File: src/occ_sync.sv
package occ_pkg;
  localparam int          TMR_W      = 16;
  localparam int          ADDR_W     = 8;
  localparam logic [7:0]  ADDR_CTRL  = 8'h00;
  localparam logic [7:0]  ADDR_CMP   = 8'h04;
  localparam logic [7:0]  ADDR_CMPS  = 8'h08;
  localparam logic [7:0]  ADDR_STS   = 8'h0C;
  localparam logic [7:0]  ADDR_MASK  = 8'h10;
  localparam int          BIT_SIDL   = 13;
  localparam int          BIT_FLT    = 4;
  localparam int          BIT_TSEL   = 3;
  localparam int          STS_CMP    = 0;
  localparam int          STS_FLT    = 1;
  localparam int          STS_W      = 2;
  localparam logic [2:0]  MODE_OFF   = 3'h0;
  localparam logic [2:0]  MODE_LH    = 3'h1;
  localparam logic [2:0]  MODE_HL    = 3'h2;
  localparam logic [2:0]  MODE_TOG   = 3'h3;
  localparam logic [2:0]  MODE_ONE   = 3'h4;
  localparam logic [2:0]  MODE_CONT  = 3'h5;
  localparam logic [2:0]  MODE_PWM   = 3'h6;
  localparam logic [2:0]  MODE_PWMF  = 3'h7;
  localparam logic [15:0] CMP_RST    = 16'h0000;
  localparam logic [1:0]  STS_RST    = 2'h0;
  localparam logic [1:0]  MASK_RST   = 2'h0;
  localparam logic        FAULT_RST  = 1'b1;
endpackage : occ_pkg

`timescale 1ns/1ps
module occ_sync #(
  parameter int           W       = 1,
  parameter logic [W-1:0] RST_VAL = '0
) (
  input  wire logic         clk_in,
  input  wire logic         rstn_in,
  input  wire logic         ce_in,
  input  wire logic [W-1:0] d_in,
  output logic      [W-1:0] q_out
);
  logic [W-1:0] meta_reg;

  always_ff @(posedge clk_in) begin
    if (!rstn_in) begin
      meta_reg <= RST_VAL;
      q_out    <= RST_VAL;
    end else if (ce_in) begin
      meta_reg <= d_in;
      q_out    <= meta_reg;
    end
  end
endmodule : occ_sync

File: src/occ_output_compare.sv
// Decided for this implementation: the APB interface to the registers and the register addresses.
`timescale 1ns/1ps
module occ_output_compare
  import occ_pkg::*;
(
  input  wire logic              CLK_SYS_IN,
  input  wire logic              RSTN_IN,
  input  wire logic              CE_IN,
  input  wire logic              PSEL_IN,
  input  wire logic              PENABLE_IN,
  input  wire logic              PWRITE_IN,
  input  wire logic [ADDR_W-1:0] PADDR_IN,
  input  wire logic [31:0]       PWDATA_IN,
  output logic      [31:0]       PRDATA_OUT,
  output logic                   PREADY_OUT,
  output logic                   PSLVERR_OUT,
  input  wire logic              IDLE_IN,
  input  wire logic [TMR_W-1:0]  TMR2_IN,
  input  wire logic [TMR_W-1:0]  TMR3_IN,
  input  wire logic              FAULT_N_IN,
  output logic                   CMP_OUT,
  output logic                   IRQ_OUT
);
  logic             sidl_reg;
  logic             tsel_reg;
  logic [2:0]       mode_reg;
  logic [2:0]       mode_prev_reg;
  logic             flt_reg;
  logic [TMR_W-1:0] cmp_reg;
  logic [TMR_W-1:0] cmps_reg;
  logic [STS_W-1:0] sts_reg;
  logic [STS_W-1:0] mask_reg;
  logic             match_prev_reg;
  logic             matchs_prev_reg;
  logic             zero_prev_reg;
  logic             fault_prev_reg;
  logic             done_reg;
  logic             done_next;
  logic             out_next;
  logic             fault_s;
  logic             run;
  logic             mode_chg;
  logic [TMR_W-1:0] timer;
  logic             match;
  logic             matchs;
  logic             ev;
  logic             evs;
  logic             period;
  logic             fault_fall;
  logic             rise;
  logic             fall;
  logic             cmp_irq;
  logic             flt_irq;
  logic             setup;
  logic             acc;
  logic             acc_wr;
  logic             rd_sts;
  logic             mapped;
  logic             irq_any;
  logic [31:0]      rdata;

  // The fault pin is asynchronous and active low.
  occ_sync #(
    .W       (1),
    .RST_VAL (FAULT_RST)
  ) u_fault_sync (
    .clk_in  (CLK_SYS_IN),
    .rstn_in (RSTN_IN),
    .ce_in   (CE_IN),
    .d_in    (FAULT_N_IN),
    .q_out   (fault_s)
  );

  assign run        = CE_IN && !(IDLE_IN && sidl_reg);
  assign timer      = tsel_reg ? TMR3_IN : TMR2_IN;
  assign match      = (timer == cmp_reg);
  assign matchs     = (timer == cmps_reg);
  // A stopped timer holds its value, so only the first matching cycle counts.
  assign ev         = match && !match_prev_reg;
  assign evs        = matchs && !matchs_prev_reg;
  assign period     = (timer == '0) && !zero_prev_reg;
  assign mode_chg   = (mode_reg != mode_prev_reg);
  assign fault_fall = fault_prev_reg && !fault_s;

  always_comb begin
    out_next  = CMP_OUT;
    done_next = done_reg;
    if (mode_chg) begin
      done_next = 1'b0;
      unique case (mode_reg)
        MODE_OFF:  out_next = 1'b0;
        MODE_LH:   out_next = 1'b0;
        MODE_HL:   out_next = 1'b1;
        MODE_TOG:  out_next = CMP_OUT;
        MODE_ONE:  out_next = 1'b0;
        MODE_CONT: out_next = 1'b0;
        MODE_PWM:  out_next = (cmp_reg != '0);
        MODE_PWMF: out_next = (cmp_reg != '0) && !(flt_reg || fault_fall);
      endcase
    end else begin
      unique case (mode_reg)
        MODE_OFF: out_next = 1'b0;
        MODE_LH: begin
          if (ev) out_next = 1'b1;
        end
        MODE_HL: begin
          if (ev) out_next = 1'b0;
        end
        MODE_TOG: begin
          if (ev) out_next = !CMP_OUT;
        end
        MODE_ONE: begin
          if (!done_reg) begin
            if (ev) out_next = 1'b1;
            if (evs && CMP_OUT) begin
              out_next  = 1'b0;
              done_next = 1'b1;
            end
          end
        end
        MODE_CONT: begin
          if (ev) out_next = 1'b1;
          if (evs) out_next = 1'b0;
        end
        MODE_PWM: begin
          if (period) out_next = (cmp_reg != '0);
          else if (ev) out_next = 1'b0;
        end
        MODE_PWMF: begin
          if (period) out_next = (cmp_reg != '0);
          else if (ev) out_next = 1'b0;
          if (flt_reg || fault_fall) out_next = 1'b0;
        end
      endcase
    end
  end

  assign rise = out_next && !CMP_OUT && !mode_chg;
  assign fall = !out_next && CMP_OUT && !mode_chg;

  always_comb begin
    unique case (mode_reg)
      MODE_LH:                       cmp_irq = rise;
      MODE_HL, MODE_ONE, MODE_CONT:  cmp_irq = fall;
      MODE_TOG:                      cmp_irq = rise || fall;
      default:                       cmp_irq = 1'b0;
    endcase
  end

  assign flt_irq = (mode_reg == MODE_PWMF) && fault_fall;

  // Channel state advances only while running; control writes land anyway.
  always_ff @(posedge CLK_SYS_IN) begin
    if (!RSTN_IN) begin
      CMP_OUT         <= 1'b0;
      done_reg        <= 1'b0;
      mode_prev_reg   <= MODE_OFF;
      match_prev_reg  <= 1'b0;
      matchs_prev_reg <= 1'b0;
      zero_prev_reg   <= 1'b0;
      fault_prev_reg  <= FAULT_RST;
    end else if (run) begin
      CMP_OUT         <= out_next;
      done_reg        <= done_next;
      mode_prev_reg   <= mode_reg;
      match_prev_reg  <= match;
      matchs_prev_reg <= matchs;
      zero_prev_reg   <= (timer == '0);
      fault_prev_reg  <= fault_s;
    end
  end

  // The flag is never written by software; it clears once mode 111 is left.
  always_ff @(posedge CLK_SYS_IN) begin
    if (!RSTN_IN) begin
      flt_reg <= 1'b0;
    end else if (run) begin
      if (mode_reg != MODE_PWMF) flt_reg <= 1'b0;
      else if (fault_fall) flt_reg <= 1'b1;
    end
  end

  assign setup  = PSEL_IN && !PENABLE_IN;
  assign acc    = PSEL_IN && PENABLE_IN && PREADY_OUT;
  assign acc_wr = acc && PWRITE_IN && !PSLVERR_OUT;
  assign rd_sts = acc && !PWRITE_IN && (PADDR_IN == ADDR_STS);
  assign mapped = (PADDR_IN == ADDR_CTRL) || (PADDR_IN == ADDR_CMP) ||
                  (PADDR_IN == ADDR_CMPS) || (PADDR_IN == ADDR_STS) ||
                  (PADDR_IN == ADDR_MASK);

  always_ff @(posedge CLK_SYS_IN) begin
    if (!RSTN_IN) begin
      sidl_reg <= 1'b0;
      tsel_reg <= 1'b0;
      mode_reg <= MODE_OFF;
      cmp_reg  <= CMP_RST;
      cmps_reg <= CMP_RST;
      mask_reg <= MASK_RST;
    end else if (CE_IN && acc_wr) begin
      unique case (PADDR_IN)
        ADDR_CTRL: begin
          sidl_reg <= PWDATA_IN[BIT_SIDL];
          tsel_reg <= PWDATA_IN[BIT_TSEL];
          mode_reg <= PWDATA_IN[2:0];
        end
        ADDR_CMP:  cmp_reg  <= PWDATA_IN[TMR_W-1:0];
        ADDR_CMPS: cmps_reg <= PWDATA_IN[TMR_W-1:0];
        ADDR_MASK: mask_reg <= PWDATA_IN[STS_W-1:0];
        default: ;
      endcase
    end
  end

  // A read clears only the bits it returned, and a new event wins over that clear.
  always_ff @(posedge CLK_SYS_IN) begin
    if (!RSTN_IN) begin
      sts_reg <= STS_RST;
    end else if (CE_IN) begin
      sts_reg <= (rd_sts ? sts_reg & ~PRDATA_OUT[STS_W-1:0] : sts_reg)
                 | {run && flt_irq, run && cmp_irq};
    end
  end

  assign irq_any = |(sts_reg & mask_reg);

  always_ff @(posedge CLK_SYS_IN) begin
    if (!RSTN_IN) begin
      IRQ_OUT <= 1'b0;
    end else if (CE_IN) begin
      IRQ_OUT <= irq_any;
    end
  end

  always_comb begin
    rdata = '0;
    unique case (PADDR_IN)
      ADDR_CTRL: begin
        rdata[BIT_SIDL] = sidl_reg;
        rdata[BIT_FLT]  = flt_reg;
        rdata[BIT_TSEL] = tsel_reg;
        rdata[2:0]      = mode_reg;
      end
      ADDR_CMP:  rdata[TMR_W-1:0] = cmp_reg;
      ADDR_CMPS: rdata[TMR_W-1:0] = cmps_reg;
      ADDR_STS:  rdata[STS_W-1:0] = sts_reg;
      ADDR_MASK: rdata[STS_W-1:0] = mask_reg;
      default:   rdata = '0;
    endcase
  end

  // Zero-wait slave: read data is captured in the setup cycle.
  always_ff @(posedge CLK_SYS_IN) begin
    if (!RSTN_IN) begin
      PREADY_OUT  <= 1'b0;
      PSLVERR_OUT <= 1'b0;
      PRDATA_OUT  <= '0;
    end else if (CE_IN) begin
      PREADY_OUT  <= setup;
      PSLVERR_OUT <= setup && !mapped;
      if (setup) PRDATA_OUT <= rdata;
    end
  end
endmodule : occ_output_compare

File: config.mk
export PLATFORM = sky130hd
export DESIGN_NAME = occ_output_compare
export DESIGN_NICKNAME = d
export VERILOG_FILES = /design/src/occ_sync.sv /design/src/occ_output_compare.sv
export SDC_FILE = /design/constraint.sdc
export NUM_CORES = 1
export LEC_CHECK = 0
export CAP_MARGIN = 20
export CORE_MARGIN = 2
export CORE_UTILIZATION = 25
export DETAILED_ROUTE_END_ITERATION = 8
export DONT_BUFFER_PORTS = 1
export PLACE_DENSITY = 0.45
export SYNTH_ARGS = -nofsm -noshare
export SYNTH_HDL_FRONTEND = slang
export SYNTH_HIERARCHICAL = 1
export SYNTH_SLANG_ARGS = --single-unit
File: constraint.sdc
create_clock -name CLK_SYS_IN -period 9.1 [get_ports CLK_SYS_IN]
set_input_delay 1.365 -clock CLK_SYS_IN [delete_from_list [all_inputs] [get_ports CLK_SYS_IN]]
set_output_delay 1.365 -clock CLK_SYS_IN [all_outputs]
set_load 0.005 [all_outputs]
==> impl_metrics.json <==
{
  "p_comb_share_pct": 4.5,
  "fin_crit_ns": 3.975,
  "synthFlopType": "dfxtp_1",
  "die_h_um": 132.6,
  "path_class": "flip-flop to flip-flop",
  "synth_area_um2": 4133,
  "start_util_pct": 25.28,
  "clockBufferDepth": 2,
  "ant_nets": 0,
  "wl_per_cell_um": 17.11,
  "coreArea_um2": 16350,
  "report.final.hold_viol_count": 0,
  "swShare_pct": 21.37,
  "period_share_pct": 43.68,
  "pre_cts_ws_ns": 4.791,
  "drtIter0Drc": 178,
  "final_cell_count_no_fill": 667,
  "grtUsageTotal_pct": 13.46,
  "ys_types": 47,
  "arrival_ns": 4.24,
  "async_flop_share_pct": 0,
  "die_x_um": 132.6,
  "cp-end-kind": "flip-flop",
  "insertion_delay_ns": 0.34,
  "n_fill_cell": 1755,
  "portBuffers": 0,
  "design_area_um2": 4592,
  "layout_setup_ws_ns": 5.125,
  "vias_per_cell": 4.673,
  "critical-path-max-stage-delay_ns": 0.66,
  "cts_sinks": 72,
  "vias": 3117,
  "root_buffer": "clkbuf_16",
  "finalSetupTns_ns": 0,
  "seq_power_share_pct": 41.6,
  "leakagePower_nw": 1.748,
  "htreeDepth": 3,
  "synth_edf_count": 0,
  "firstDrtPassIters": 4,
  "antenna_found_initial": 0,
  "drc": 0,
  "cts_setup_buffers": 0,
  "gp_congestion": 0.8328,
  "drv_slew": 0,
  "r2r_slack_ns": 5.13,
  "grt_pass1_wl_mm": 18.21,
  "dp_hpwl_mm": 8.687,
  "grt_pass1_vias": 3158,
  "cts_buffers": 9,
  "p_int_uw": 603.2,
  "irDropWorstVdd_v": 0.00006267,
  "die_area_um2": 17570,
  "worstPathBufferInverterCount": 2,
  "rr_startpoint": "tsel_reg$_SDFFE_PN0P_",
  "dp.cells": 650,
  "worstMarginPinSlew_ns": 0.9176,
  "place_area_um2": 4239,
  "io_pins": 116,
  "setup_viol": 0,
  "cts_resized": 0,
  "ff_latch_area_um2": 1441,
  "cts_tree": "built",
  "synth-seq-cells": 72,
  "finalClockSkew_ns": 0.01089,
  "worstPathMaxFanout": 15,
  "multi_input_area_um2": 2489,
  "rsz0062_at_grt": "false",
  "nets": 524,
  "layout-drive-gt1-share_pct": 8.501,
  "clkPwrFrac_pct": 54.0,
  "final_util_pct": 28.09,
  "slew_headroom_pct": 38.70,
  "total_power_uw": 767.2,
  "p_per_area_nw_per_um2": 167.1,
  "grt_max_degree": 74,
  "hold_path_class": "flip-flop to flip-flop",
  "crit_chain": "buf_4 -> mux2i_1 -> xnor2_1 -> nor4_1 -> nand4_1 -> or2_2 -> ha_1 -> inv_1 -> mux2i_1 -> nand2_1 -> o21ai_0 -> a21oi_1 -> or4b_2 -> o211ai_2",
  "startpoint": "tsel_reg$_SDFFE_PN0P_",
  "rows": 47,
  "yosysSeqAreaShare_pct": 34.88,
  "whs_ns": 0.4675,
  "outcome": "finished, final reports clean",
  "required_ns": 9.37,
  "cts_hold_buffers": 0,
  "crit_path_start_kind": "flip-flop",
  "diodes": 0,
  "fmax_ghz": 0.2516,
  "crit_family": "simple AND/OR/NAND/NOR gates",
  "syn_inst": 455,
  "cpMaxStageDelayCell": "or4b_2",
  "crit_path_frequent_cell": "mux2i_1",
  "routed_wl_mm": 11.41,
  "p_switching_uw": 164.0,
  "max-cap-violations": 0,
  "overflow": 0,
  "syn_area_per_cell_um2": 9.083,
  "synthToLayoutAreaGrowth_pct": 11.11,
  "clkTransAtPathRegs_ns": 0.06,
  "yosysWarnings": 6,
  "min_from": "fault_prev_reg$_SDFFE_PN1P_"
}
[cell usage after synthesis, types with 8 or more instances]
library cell,n,area share [%]
nand4_1,8,1.2
dfxtp_1,72,35
a22o_1,10,2.1
nor3_1,8,0.97
buf_4,18,3.3
a21boi_0,19,3.5
xnor2_1,32,6.8
o21ai_0,12,1.5
clkbuf_1,22,2.0
nor2b_1,43,6.5
nand3_1,17,2.1
mux2i_1,55,13
mux2i_2,8,2.7
nor4_1,16,2.4
nand2_1,45,4.1
nor2_1,12,1.1
[power by group through the flow]
stage | clock network, mW | registers, mW | logic, mW
2_1_floorplan | 0 | 0.325 | 0.0371
3_3_place_gp | 0 | 0.326 | 0.0344
3_5_place_dp | 0 | 0.326 | 0.0345
4_1_cts | 0.423 | 0.319 | 0.0346
5_1_grt | 0.441 | 0.319 | 0.0378
6_report | 0.414 | 0.319 | 0.0343
[routing by layer]
layer	vias to the layer above	global-route usage (%)	wire [um]
li1	1547	-	-
met1	1458	18.87	5571
met2	100	19.49	4719
met3	12	3.870	906
met4	0	5.018	214
met5	-	0	0
[cell type report]
| cell class | count | area share (%) |
|---|---|---|
| inverter | 5 | 0.4087 |
| multi-input combinational | 351 | 54.20 |
| timing repair buffer | 3 | 0.4905 |
| clock inverter | 6 | 2.534 |
| tap | 220 | 5.995 |
| clock buffer | 10 | 4.986 |
| sequential | 72 | 31.39 |
[logic make-up (layout without fill, tap and decap cells)]
group | Yosys count | count (layout) | share of synthesized area, %
multiplexers | 65 | 65 | 17.08
AND/OR/NAND/NOR | 173 | 173 | 23.07
AO/OA/AOI/OAI | 60 | 60 | 10.60
XOR/XNOR | 35 | 35 | 7.418
other | 1 | 16 | 0.09074
adder cells (fa/ha/maj) | 2 | 2 | 0.6054
buffers and inverters | 47 | 24 | 6.267
flip-flops | 72 | 72 | 34.88
[path summary, 6_finish.rpt]
| kind | end | depth (start not counted) |
|---|---|---|
| hold reg to reg | fault_prev_reg$_SDFFE_PN1P_ | 2 |
| setup / recovery | sts_reg[0]$_SDFFE_PN0P_ | 14 |
| setup reg to reg | sts_reg[0]$_SDFFE_PN0P_ | 14 |
| hold / removal | fault_prev_reg$_SDFFE_PN1P_ | 2 |
[tightest hold or removal path, cell delays in order (launching register included)]
cell     delay (ns)
dfxtp_1        0.32
nand2_1        0.05
nand3_1        0.07
[cell usage in the layout (no fill, tap or decap), types with 5 or more instances in the layout]
master,count
o21ai_0,12
dfxtp_1,72
nand3_1,17
a21oi_1,5
nor4_1,16
mux2i_2,8
a21boi_0,19
mux2i_1,55
nor3_1,8
xnor2_1,32
nand4_1,8
conb_1,16
nor2b_1,43
nor2_1,12
a22o_1,10
inv_1,5
and2_1,5
nand2_1,45
clkbuf_16,9
No activity file was read; power rests on OpenSTA's default activity.
